### src/lpmc_pkg.sv
// package: register map, field positions, reset values and states of the low power controller
package lpmc_pkg;

    // ********************************************************
    // register byte addresses (one aligned word each)
    // ********************************************************
    localparam logic [7:0] ADR_SYS_FIRST = 8'h00;
    localparam logic [7:0] ADR_SYS_SECOND = 8'h04;
    localparam logic [7:0] ADR_WARMUP = 8'h08;
    localparam logic [7:0] ADR_INT_EN = 8'h0C;
    localparam logic [7:0] ADR_INT_LATCH = 8'h10;
    localparam logic [7:0] ADR_TBT_CTRL = 8'h14;
    localparam logic [7:0] ADR_STATUS = 8'h18;

    // ********************************************************
    // field positions
    // ********************************************************
    localparam int FIRST_STOP_BIT = 7;
    localparam int FIRST_RELM_BIT = 6;
    localparam int SECOND_XTEN_BIT = 5;
    localparam int SECOND_SYSCK_BIT = 4;
    localparam int SECOND_IDLE_BIT = 3;
    localparam int SECOND_TIMING_GEN_HALT_REQUEST_BIT = 2;
    localparam int TBT_EN_BIT = 7;
    localparam int TBT_LATCH_IDX = 5;

    // ********************************************************
    // reset values
    // ********************************************************
    localparam logic [7:0] SYS_FIRST_RST = 8'h00;
    localparam logic [7:0] SYS_SECOND_RST = 8'h00;
    localparam logic [15:0] WARMUP_RST = 16'h00FF;
    localparam logic [7:0] TBT_CTRL_RST = 8'h00;
    localparam logic [31:0] READ_ZERO = 32'h0000_0000;

    // ********************************************************
    // states and run modes
    // ********************************************************
    typedef enum logic [2:0] {
        ST_RUN = 3'b000,
        ST_STOP = 3'b001,
        ST_WARMUP = 3'b010,
        ST_IDLE = 3'b011,
        ST_TB_HALT = 3'b100
    } lpmc_state_t;

    typedef enum logic [1:0] {
        MODE_SINGLE = 2'b00,
        MODE_DUAL = 2'b01,
        MODE_SLOW = 2'b10
    } lpmc_mode_t;

endpackage

### src/lpmc_top.sv
// low power mode controller: stop release, cpu-halt and time-base-only halt sequencing
//
// Functional notes
// RULE_01: stop release: oscillators, halted warm-up, resume
// RULE_02: warm-up length set by warm-up counter
// RULE_03: clear prescaler and divider on resume
// RULE_04: from single-clock run: high oscillator only
// RULE_05: from dual-clock run: both oscillators restart
// RULE_06: from slow run: low oscillator only
// RULE_07: dual-clock return: high clock feeds counter
// RULE_08: cpu-halt: cpu and watchdog stop, peripherals run
// RULE_09: cpu-halt keeps memory, registers, port latches
// RULE_10: cpu-halt holds pc two instructions ahead
// RULE_11: software prepares enables before cpu-halt request
// RULE_12: halt-request bit write enters cpu-halt
// RULE_13: pending release at request: no halt
// RULE_14: watchdog interrupt at request: no halt
// RULE_15: release clears halt bit, restores mode
// RULE_16: reset ends halt, warm-up, single-clock run
// RULE_17: master enable clear: resume without vectoring
// RULE_18: software clears wake latch by loads
// RULE_19: master enable set: service, then resume
// RULE_20: time-base halt gates all but time base
// RULE_21: time-base halt keeps memory, registers, latches
// RULE_22: time-base halt holds pc two ahead
// RULE_23: stop bit write enters full stop
// RULE_24: timing-generator halt bit enters time-base halt
// RULE_25: time base source falling edge releases
`timescale 1ns/1ps
module lpmc_top #(
    parameter int NUM_INT = 8,
    parameter int WUC_DIV = 16,
    parameter int PC_W = 16
) (
    // clock and reset
    input wire logic clk_i,
    input wire logic rst_i,
    // wishbone slave
    input wire logic wb_cyc_i,
    input wire logic wb_stb_i,
    input wire logic wb_we_i,
    input wire logic [7:0] wb_adr_i,
    input wire logic [3:0] wb_sel_i,
    input wire logic [31:0] wb_dat_i,
    output logic [31:0] wb_dat_o,
    output logic wb_ack_o,
    // cpu and interrupt side
    input wire logic imf_i,
    input wire logic wdt_int_i,
    input wire logic [NUM_INT-1:0] int_req_i,
    input wire logic [PC_W-1:0] next_pc_i,
    // pins and time base source
    input wire logic stop_release_i,
    input wire logic tbt_src_clk_i,
    // control outputs
    output logic cpu_halt_o,
    output logic wdt_halt_o,
    output logic periph_clk_en_o,
    output logic tbt_clk_en_o,
    output logic retain_o,
    output logic hf_osc_en_o,
    output logic lf_osc_en_o,
    output logic wuc_src_hf_o,
    output logic prescaler_clr_o,
    output logic resume_o,
    output logic vector_req_o,
    output logic [PC_W-1:0] pc_hold_o,
    output logic [NUM_INT-1:0] interrupt_latch_o
);
    import lpmc_pkg::*;

    // ********************************************************
    // registers and state
    // ********************************************************
    lpmc_state_t state;
    lpmc_state_t next_state;
    lpmc_mode_t stop_mode;
    logic [7:0] system_control_first;
    logic [7:0] system_control_second;
    logic [15:0] warmup_load;
    logic [15:0] wuc_cnt;
    logic [15:0] wuc_div;
    logic [NUM_INT-1:0] individual_interrupt_enable;
    logic [NUM_INT-1:0] interrupt_latch;
    logic [7:0] time_base_timer_control;
    logic [2:0] rel_q;
    logic rel_stable;
    logic [2:0] tb_q;
    logic tb_stable;

    // ********************************************************
    // bus decode
    // ********************************************************
    wire bus_req = wb_cyc_i & wb_stb_i;
    // writes land on the edge where the master sees ack
    wire wr_now = bus_req & wb_we_i & wb_ack_o;
    wire sel_first = wb_adr_i == ADR_SYS_FIRST;
    wire sel_second = wb_adr_i == ADR_SYS_SECOND;
    wire sel_warmup = wb_adr_i == ADR_WARMUP;
    wire sel_int_en = wb_adr_i == ADR_INT_EN;
    wire sel_latch = wb_adr_i == ADR_INT_LATCH;
    wire sel_tbt = wb_adr_i == ADR_TBT_CTRL;
    wire sel_status = wb_adr_i == ADR_STATUS;
    wire wr_b0 = wr_now & wb_sel_i[0];
    wire wr_b1 = wr_now & wb_sel_i[1];

    wire [31:0] status_word = {24'h00_0000, 1'b0, stop_mode, 2'b00, state};
    wire [31:0] read_data =
        sel_first ? {24'h00_0000, system_control_first} :
        sel_second ? {24'h00_0000, system_control_second} :
        sel_warmup ? {16'h0000, warmup_load} :
        sel_int_en ? {{(32-NUM_INT){1'b0}}, individual_interrupt_enable} :
        sel_latch ? {{(32-NUM_INT){1'b0}}, interrupt_latch} :
        sel_tbt ? {24'h00_0000, time_base_timer_control} :
        sel_status ? status_word : READ_ZERO;

    // ********************************************************
    // input synchronisers
    // ********************************************************
    // a level counts only once stages two and three agree
    wire rel_agree = rel_q[1] == rel_q[2];
    wire rel_rise = rel_agree & rel_q[2] & ~rel_stable;
    wire tb_agree = tb_q[1] == tb_q[2];
    wire tbt_fall = tb_agree & ~tb_q[2] & tb_stable; // RULE_25

    // ********************************************************
    // request and release conditions
    // ********************************************************
    wire wake_pending = |(interrupt_latch & individual_interrupt_enable);
    wire relm_level = system_control_first[FIRST_RELM_BIT];
    wire stop_req = wr_b0 & sel_first & wb_dat_i[FIRST_STOP_BIT]; // RULE_23
    // level release: stop refused while the release pin already reads high
    wire stop_start = stop_req & ~(relm_level & rel_stable);
    wire idle_req = wr_b0 & sel_second & wb_dat_i[SECOND_IDLE_BIT]; // RULE_12
    wire idle_refused = wake_pending | wdt_int_i; // RULE_13 RULE_14
    wire tg_req = wr_b0 & sel_second & wb_dat_i[SECOND_TIMING_GEN_HALT_REQUEST_BIT]; // RULE_24
    wire stop_release = relm_level ? (rel_agree & rel_q[2]) : rel_rise;
    wire wuc_tick = wuc_div == 16'(WUC_DIV - 1);
    wire wuc_done = wuc_cnt == 16'h0000; // RULE_02
    wire tbt_irq_en = time_base_timer_control[TBT_EN_BIT];
    wire tb_release = (state == ST_TB_HALT) & tbt_fall;
    wire idle_release = (state == ST_IDLE) & wake_pending;

    // ********************************************************
    // mode decode
    // ********************************************************
    wire lpmc_mode_t mode_now =
        system_control_second[SECOND_SYSCK_BIT] ? MODE_SLOW :
        system_control_second[SECOND_XTEN_BIT] ? MODE_DUAL : MODE_SINGLE;
    // oscillators follow the mode held before the stop while warming up
    wire lpmc_mode_t osc_mode = (next_state == ST_WARMUP) ? stop_mode : mode_now;
    wire next_stopped = (next_state == ST_STOP);
    wire next_hf = ~next_stopped & (osc_mode != MODE_SLOW); // RULE_04 RULE_05 RULE_06
    wire next_lf = ~next_stopped & (osc_mode != MODE_SINGLE); // RULE_04 RULE_05 RULE_06
    wire next_halted = next_state != ST_RUN;
    wire next_clk_off = next_stopped | (next_state == ST_WARMUP);
    wire next_periph_off = next_clk_off | (next_state == ST_TB_HALT); // RULE_20
    wire halt_entry = (state == ST_RUN) & next_halted;
    wire next_vector = imf_i & (idle_release |
        (tb_release & tbt_irq_en & individual_interrupt_enable[TBT_LATCH_IDX]));

    // ********************************************************
    // state machine
    // ********************************************************
    always_comb begin
        next_state = state;
        case (state)
            ST_RUN: begin
                if (stop_start) begin
                    next_state = ST_STOP;
                end else if (idle_req & ~idle_refused) begin
                    next_state = ST_IDLE;
                end else if (tg_req & ~wdt_int_i) begin
                    next_state = ST_TB_HALT;
                end
            end
            ST_STOP: begin
                if (stop_release) begin
                    next_state = ST_WARMUP; // RULE_01
                end
            end
            ST_WARMUP: begin
                if (wuc_done) begin
                    next_state = ST_RUN; // RULE_01
                end
            end
            ST_IDLE: begin
                if (wake_pending) begin
                    next_state = ST_RUN; // RULE_17 RULE_19
                end
            end
            ST_TB_HALT: begin
                if (tbt_fall) begin
                    next_state = ST_RUN; // RULE_25
                end
            end
            default: begin
                next_state = ST_RUN;
            end
        endcase
    end

    always_ff @(posedge clk_i) begin
        if (rst_i) begin
            state <= ST_WARMUP; // RULE_16
            stop_mode <= MODE_SINGLE; // RULE_16
        end else begin
            state <= next_state;
            if (stop_start && state == ST_RUN) begin
                stop_mode <= mode_now;
            end
        end
    end

    // ********************************************************
    // synchronisers
    // ********************************************************
    always_ff @(posedge clk_i) begin
        if (rst_i) begin
            rel_q <= 3'h0;
            rel_stable <= 1'b0;
            tb_q <= 3'h0;
            tb_stable <= 1'b0;
        end else begin
            rel_q <= {rel_q[1:0], stop_release_i};
            tb_q <= {tb_q[1:0], tbt_src_clk_i};
            if (rel_agree) begin
                rel_stable <= rel_q[2];
            end
            if (tb_agree) begin
                tb_stable <= tb_q[2];
            end
        end
    end

    // ********************************************************
    // warm-up counter
    // ********************************************************
    // counts only while warming up, so the load value times WUC_DIV sets the time
    always_ff @(posedge clk_i) begin
        if (rst_i) begin
            wuc_cnt <= WARMUP_RST;
            wuc_div <= 16'h0000;
        end else if (state != ST_WARMUP) begin
            wuc_cnt <= warmup_load; // RULE_02
            wuc_div <= 16'h0000;
        end else begin
            wuc_div <= wuc_tick ? 16'h0000 : wuc_div + 16'h0001;
            if (wuc_tick && !wuc_done) begin
                wuc_cnt <= wuc_cnt - 16'h0001;
            end
        end
    end

    // ********************************************************
    // software registers
    // ********************************************************
    always_ff @(posedge clk_i) begin
        if (rst_i) begin
            system_control_first <= SYS_FIRST_RST;
            system_control_second <= SYS_SECOND_RST;
            warmup_load <= WARMUP_RST;
            individual_interrupt_enable <= '0;
            time_base_timer_control <= TBT_CTRL_RST;
        end else begin
            if (wr_b0 && sel_first) begin
                // the stop bit is a trigger, never kept set
                system_control_first <= wb_dat_i[7:0] & ~(8'h01 << FIRST_STOP_BIT);
            end
            if (wr_b0 && sel_second && state == ST_RUN) begin
                system_control_second <= wb_dat_i[7:0];
                system_control_second[SECOND_IDLE_BIT] <= next_state == ST_IDLE; // RULE_13
                system_control_second[SECOND_TIMING_GEN_HALT_REQUEST_BIT] <= next_state == ST_TB_HALT;
            end else if (idle_release) begin
                system_control_second[SECOND_IDLE_BIT] <= 1'b0; // RULE_15
            end else if (tb_release) begin
                system_control_second[SECOND_TIMING_GEN_HALT_REQUEST_BIT] <= 1'b0; // RULE_15
            end
            if (wr_b0 && sel_warmup) begin
                warmup_load[7:0] <= wb_dat_i[7:0];
            end
            if (wr_b1 && sel_warmup) begin
                warmup_load[15:8] <= wb_dat_i[15:8];
            end
            if (wr_b0 && sel_int_en) begin
                individual_interrupt_enable <= wb_dat_i[NUM_INT-1:0];
            end
            if (wr_b0 && sel_tbt) begin
                time_base_timer_control <= wb_dat_i[7:0];
            end
        end
    end

    // ********************************************************
    // interrupt latches
    // ********************************************************
    // set beats a software clear in the same cycle
    genvar gi;
    generate
        for (gi = 0; gi < NUM_INT; gi++) begin : g_latch
            wire tb_set = (gi == TBT_LATCH_IDX) & tb_release & tbt_irq_en;
            wire clr = wr_b0 & sel_latch & ~wb_dat_i[gi]; // RULE_18
            always_ff @(posedge clk_i) begin
                if (rst_i) begin
                    interrupt_latch[gi] <= 1'b0;
                end else if (int_req_i[gi] || tb_set) begin
                    interrupt_latch[gi] <= 1'b1;
                end else if (clr) begin
                    interrupt_latch[gi] <= 1'b0;
                end
            end
        end
    endgenerate

    // ********************************************************
    // outputs
    // ********************************************************
    always_ff @(posedge clk_i) begin
        if (rst_i) begin
            wb_ack_o <= 1'b0;
            wb_dat_o <= READ_ZERO;
            cpu_halt_o <= 1'b1;
            wdt_halt_o <= 1'b1;
            periph_clk_en_o <= 1'b0;
            tbt_clk_en_o <= 1'b0;
            retain_o <= 1'b1;
            hf_osc_en_o <= 1'b1;
            lf_osc_en_o <= 1'b0;
            wuc_src_hf_o <= 1'b1;
            prescaler_clr_o <= 1'b0;
            resume_o <= 1'b0;
            vector_req_o <= 1'b0;
            pc_hold_o <= '0;
            interrupt_latch_o <= '0;
        end else begin
            wb_ack_o <= bus_req & ~wb_ack_o;
            if (bus_req && !wb_ack_o) begin
                wb_dat_o <= read_data;
            end
            cpu_halt_o <= next_halted; // RULE_01 RULE_08
            wdt_halt_o <= next_halted; // RULE_08
            periph_clk_en_o <= ~next_periph_off; // RULE_08 RULE_20
            tbt_clk_en_o <= ~next_clk_off; // RULE_20
            retain_o <= next_halted; // RULE_09 RULE_21
            hf_osc_en_o <= next_hf;
            lf_osc_en_o <= next_lf;
            wuc_src_hf_o <= stop_mode != MODE_SLOW; // RULE_07
            prescaler_clr_o <= (state == ST_WARMUP) & wuc_done; // RULE_03
            resume_o <= (state != ST_RUN) & (next_state == ST_RUN);
            vector_req_o <= next_vector; // RULE_19
            if (halt_entry) begin
                pc_hold_o <= next_pc_i; // RULE_10 RULE_22
            end
            interrupt_latch_o <= interrupt_latch;
        end
    end
endmodule

### config.mk
export PLATFORM = sky130hd
export DESIGN_NAME = lpmc_top
export DESIGN_NICKNAME = d
export VERILOG_FILES = /design/src/lpmc_pkg.sv /design/src/lpmc_top.sv
export SDC_FILE = /design/constraint.sdc
export NUM_CORES = 1
export LEC_CHECK = 0
export BUFFER_PORTS_ARGS = -buffer_cell sky130_fd_sc_hd__buf_2
export CORE_MARGIN = 1
export CORE_UTILIZATION = 36
export DETAILED_ROUTE_END_ITERATION = 12
export GPL_TIMING_DRIVEN = 1
export MAX_ROUTING_LAYER = met4
export PLACE_DENSITY = 0.63
export SLEW_MARGIN = 40
export SYNTH_ARGS = -nofsm -noshare
export SYNTH_HDL_FRONTEND = slang
export SYNTH_SLANG_ARGS = --single-unit
### constraint.sdc
create_clock -name clk_i -period 2.2 [get_ports clk_i]
set_input_delay 0.44 -clock clk_i [delete_from_list [all_inputs] [get_ports clk_i]]
set_output_delay 0.44 -clock clk_i [all_outputs]
set_load 0.02 [all_outputs]
==> results.toml, run 1 <==
[logic_synthesis]
yosysWarnings = 0
synthTopCellsByArea = "dfxtp_1 45%, mux2i_1 7.0%, nand2_1 6.6%"
syn_inst = 765
synth-seq-cells = 150
synth.yosys.seq_area_share_pct = 45.4
synthMuxAreaShare_pct = 7.13
synthXorXnorAreaFrac_pct = 3.44
yosys.area_share.simple_pct = 25.2
synth.cell_area_um2 = 6620
yosys.area.top_type = "dfxtp_1"
synth_top_area_share_pct = 45.4
synth_fa_ha_area_share_pct = 0.757
synthArstFlopShare_pct = 0
synth_compound_area_share_pct = 12.3
synth_cell_type_count = 66
synth_top_family_by_area = "simple AND/OR/NAND/NOR gates"
synth_ff_type = "dfxtp_1"
synth_edf_count = 0
postSynthAreaPerCell_um2 = 8.65

[global_route]
track_usage_pct = 19.2
grt_pass1_vias = 5145
grt-ovfl-total = 0
antenna_found_initial = 0
grt_util_met3_pct = 4.82
gr-usage-met1_pct = 24.4
grt.busiest_layer = "met2"
globalRouteMet2Util_pct = 29.6
grt_start_max_net_pins = 41
grt_pass1_wl_mm = 26.8

[detailed_routing]
drt_iter0_drc = 450
dr.pass1.iters = 5
num_vias = 5910
antenna_left = 0
viasPerCell = 5.05
drcViolationCount = 0
wl_mm = 17.6
wl_per_cell_um = 15.0

[critical_path]
critPathLaunchType = "flip-flop"
critical_path.slowest_cell = "or3b_4"
path_class = "reg -> reg"
crit_family = "simple AND/OR/NAND/NOR gates"
r2r_end = "pc_hold_o[15]"
path_cells = "or3b_4, a21oi_4, nor4_1, or3_4, a31oi_4, buf_12, mux2i_2"
reg2reg_slack_ns = 0.08
r2r_start = "state[0]"
crit_required_ns = 2.55
startpoint = "state[0]"
path_buf_inv = 1
crit_fanout = 8
reg2reg_depth = 7
cp_data_arrival_time_ns = 2.47
max_stage_delay_ns = 0.41
cp-end-kind = "flip-flop"

[hold_path]
hp-class = "in -> reg"
hp-start = "stop_release_i"
whs_path_depth = 2
min_to = "rel_q[0]"

[clocking]
cts_tree = "built"
hold_buffers = 0
root_buffer = "clkbuf_16"
cts_buffers = 17
worstSkewPairLatency_ns = 0.42
clkSlewWorstSetupHoldPaths_ns = 0.06
htree_levels = 4
numClockSinks = 150
clock_path_buffers = 2

[pwr]
leakagePower_nw = 3.60
seqPwrFrac_pct = 45.8
p_switching_mw = 1.40
vdd_drop_max_v = 0.000518
p_int_mw = 4.66
power_frac_comb_pct = 6.3
power.density_nw_per_um2 = 708
swShare_pct = 23.1
pwr-share-clk_pct = 48.0
totalPowerFinal_mw = 6.06

[floorplanning]
die-area_um2 = 18900
ios = 145
die_width_um = 138
rows = 49
initial_core_util_pct = 36.8
die_height_um = 138
coreArea_um2 = 18000

[finish]
fin_area_um2 = 8560
syn_to_final_growth_pct = 29.4
final_cells = 1171
drive_gt1_share_pct = 27.4
antenna_cells = 0
fin_nets = 1010
utilization_pct = 47.7

[job]
cap_violations = 0

[sta]
finalSetupViolCount = 0
fmax_mhz = 471
slew_violations = 0
finalHoldViolCount = 0
skew_ns = 0.00823
finalSetupTns_ns = 0
fin_crit_ns = 2.12
fin_crit_sh_pct = 96.4

[placement]
place_area_um2 = 7790
dpl.cell_count = 1135
routabilityCongestion = 0.886
numPortBuffers = 110
hpwl_mm = 12.7

[run_status]
status = "completed"
## state kept, by name (all words and copies together) (netlist names), 16 cells and up
signal       cells
wb_dat_o        16
wuc_div         16
warmup_load     16
wuc_cnt         16
pc_hold_o       16
## synth_stat cells (all sizes together), types with 2 or more instances
cell      n
and2      4
nor4b     4
nor3     17
or3       5
a32oi     4
a31oi     3
ha        4
mux2i    46
buf      29
a221oi    6
nand2   116
nor4     12
inv      14
or4       3
nand3    24
a21oi    42
o211ai    8
and4      4
o21ai    26
xnor2    10
o221ai    3
a221o     2
nor2b    17
nor3b     2
clkbuf   33
or3b      3
nand3b    3
a22oi    12
nand2b    9
a211oi    8
xor2     16
dfxtp   150
nand4    15
nor2     83
o21a      2
and3     11
or2       2
## how the worst max path moves through the flow
stage / to / depth (start not counted)
2_1_floorplan: pc_hold_o[10] / 8
3_3_place_gp: pc_hold_o[6] / 10
3_5_place_dp: pc_hold_o[15] / 10
4_1_cts: pc_hold_o[15] / 9
5_1_grt: pc_hold_o[15] / 7
6_report: pc_hold_o[15] / 7
## power by group through the flow
stage / registers (mW) / logic, mW / clock network (mW)
global placement: 2.83 / 0.371 / 0
finish: 2.77 / 0.379 / 2.91
floorplan: 2.85 / 0.201 / 0
CTS: 2.78 / 0.374 / 2.96
detailed placement: 2.84 / 0.372 / 0
global route: 2.78 / 0.411 / 3.08
## per-stage QoR
step	hold slack (ns)	setup WS, ns
2_1_floorplan	0.413	-0.0827
3_3_place_gp	0.418	-0.114
3_5_place_dp	0.425	-0.193
4_1_cts	0.208	0.000791
5_1_grt	0.229	-0.0141
6_report	0.225	0.0787
## cell type report
class	instances	area (um2)
clock buffer	21	470
clock inverter	11	119
fill	1724	9400
inverter	14	52.6
multi-input combinational	554	3430
sequential	150	3010
tap	229	287
timing repair buffer	192	1200
## metal layers
layer | vias to the layer above | share of wire, %
met5 | - | 0
met4 | 0 | 1.8
met3 | 22 | 5.7
met2 | 183 | 46
met1 | 2732 | 46
li1 | 2973 | -
## kinds of logic (layout without fill, tap and decap cells)
group                    after synthesis  in the layout
other                                  1             16
XOR/XNOR                              26             26
AND/OR/NAND/NOR                      336            336
AO/OA/AOI/OAI                        125            125
flip-flops                           150            150
adder cells (fa/ha/maj)                4              4
multiplexers                          47             47
buffers and inverters                 76            238
## repair_timing
action,CTS,global route
pin swaps,4,5
resized for setup,11,18
buffers inserted,2,1
setup endpoints to repair,16,30
gates cloned,1,0
## cell usage in the layout, fill, tap and decap left out, drive strengths merged, types with 5 or more instances in the layout
master and n:
a211oi 8, a21oi 42, a221oi 6, a22oi 12, and3 11, buf 192
clkbuf 21, clkinv 5, conb 16, dfxtp 150, inv 17, mux2i 46
nand2 116, nand2b 9, nand3 24, nand4 15, nor2 83, nor2b 17
nor3 17, nor4 12, o211ai 8, o21ai 26, or3 5, xnor2 10
xor2 16
(Power assumes the default switching activity.)
==> run 2: changes to the inputs <==
--- a/config.mk
+++ b/config.mk
@@ -6,12 +6,14 @@
 export NUM_CORES = 1
 export LEC_CHECK = 0
 export BUFFER_PORTS_ARGS = -buffer_cell sky130_fd_sc_hd__buf_2
-export CORE_MARGIN = 1
+export CORE_ASPECT_RATIO = 1.2
+export CORE_MARGIN = 2
 export CORE_UTILIZATION = 36
 export DETAILED_ROUTE_END_ITERATION = 12
 export GPL_TIMING_DRIVEN = 1
 export MAX_ROUTING_LAYER = met4
 export PLACE_DENSITY = 0.63
+export RECOVER_POWER = 25
 export SLEW_MARGIN = 40
 export SYNTH_ARGS = -nofsm -noshare
 export SYNTH_HDL_FRONTEND = slang
==> results.toml, run 2 (same netlist as run 1, synthesis figures left out) <==
[floorplanning]
die_width_um = 128
die-area_um2 = 19500
die_height_um = 152
initial_core_util_pct = 36.5
ios = 145
rows = 54
coreArea_um2 = 18100

[hold_path]
hp-class = "in -> reg"

[clocking]
worstSkewPairLatency_ns = 0.42
htree_levels = 4
numClockSinks = 150
hold_buffers = 0
cts_tree = "built"
cts_buffers = 17
root_buffer = "clkbuf_16"
clock_path_buffers = 2
clkSlewWorstSetupHoldPaths_ns = 0.06

[pwr]
leakagePower_nw = 3.44
totalPowerFinal_mw = 5.94
vdd_drop_max_v = 0.000465
power.density_nw_per_um2 = 703

[sta]
fmax_mhz = 476
tightest_slew_ns = 1.19
finalHoldViolCount = 0
fin_crit_sh_pct = 95.4
slew_headroom_pct = 20.9
fin_worst_hold_slack_ns = 0.226
slew_violations = 0
fin_crit_ns = 2.10
finalSetupViolCount = 0
skew_ns = 0.00763
finalSetupTns_ns = 0

[detailed_routing]
drcViolationCount = 0
viasPerCell = 5.08
wl_per_cell_um = 15.4
num_vias = 5922
dr.pass1.iters = 5
drt_iter0_drc = 395
antenna_left = 0
wl_mm = 17.9

[critical_path]
crit_end = "wuc_cnt[1]"
critPathLaunchType = "flip-flop"
path_class = "reg -> reg"
crit_fanout = 7
crit_required_ns = 2.49
reg2reg_depth = 7
r2r_end = "wuc_cnt[1]"
cp-end-kind = "flip-flop"
startpoint = "wuc_cnt[6]"
r2r_start = "wuc_cnt[6]"
reg2reg_slack_ns = 0.10
cp_data_arrival_time_ns = 2.39

[global_route]
antenna_found_initial = 0
track_usage_pct = 18.8
grt_pass1_wl_mm = 28.1
grt-ovfl-total = 0
grt_pass1_vias = 5476
grt_start_max_net_pins = 46

[placement]
numPortBuffers = 110
routabilityCongestion = 0.926
hpwl_mm = 12.9
place_area_um2 = 7780

[finish]
seqCellArea_um2 = 3010
fin_nets = 1009
syn_to_final_growth_pct = 27.8
multi_input_area_um2 = 3400
mostFrequentLayoutCell = "dfxtp_1"
utilization_pct = 46.7
fin_area_um2 = 8450
drive_gt1_share_pct = 23.5
antenna_cells = 0
nFillCells = 1807
final_cell_mix = "146 x dfxtp_1, 116 x nand2_1, 83 x nor2_1"

[run_status]
status = "completed"

[job]
cap_violations = 0
[run 2: report_power, final]
| part | total (mW) | internal (mW) | switching [mW] |
|---|---|---|---|
| Sequential | 2.78 | 2.75 | 0.0237 |
| Clock | 2.80 | 1.63 | 1.18 |
| Combinational | 0.363 | 0.129 | 0.235 |
[run 2: what timing repair did]
action | CTS | global route
resized for setup | 12 | 13
cloned | 1 | 0
setup buffers | 2 | 1
endpoints found under the setup margin | 26 | 30
pin swaps | 4 | 4
[run 2: final cells by class]
cell class / count / area share [%]
clock inverters: 13 / 1.44
inverters: 14 / 0.622
flip-flops and latches: 150 / 35.6
well taps: 224 / 3.32
clock buffers: 19 / 5.36
multi-input cells: 554 / 40.2
repair buffers: 191 / 13.5
[run 2: worst min path at each step]
stage,endpoint,start,cells past startpoint
2_1_floorplan,wuc_div[0],wuc_div[0],1
3_3_place_gp,tb_q[1],tb_q[0],1
3_5_place_dp,wuc_div[0],wuc_div[0],1
4_1_cts,rel_q[0],stop_release_i,2
5_1_grt,rel_q[0],stop_release_i,2
6_report,rel_q[0],stop_release_i,2
[run 2: worst max-delay path, cell delays in order, from the launching register on]
cell and delay (ns):
dfxtp_1 0.31, or4_4 0.58, nor4_4 0.33, buf_4 0.18, nor2_1 0.11, buf_4 0.18
o211ai_1 0.18, nand3_1 0.09
[run 2: metal layers]
metal | vias to the layer above | track usage, % | part of all wire (%)
li1 | 2971 | - | -
met1 | 2749 | 24.0 | 46
met2 | 170 | 29.5 | 47
met3 | 32 | 3.62 | 5.0
met4 | 0 | 7.27 | 2.4
met5 | - | - | 0
[run 2: per-stage QoR]
stage	cells	worst slack (ns)
6_report	1165	0.100
2_1_floorplan	780	-0.0827
4_1_cts	1164	0.0262
3_3_place_gp	1129	-0.0430
5_1_grt	1165	-0.0276
3_5_place_dp	1129	-0.0843
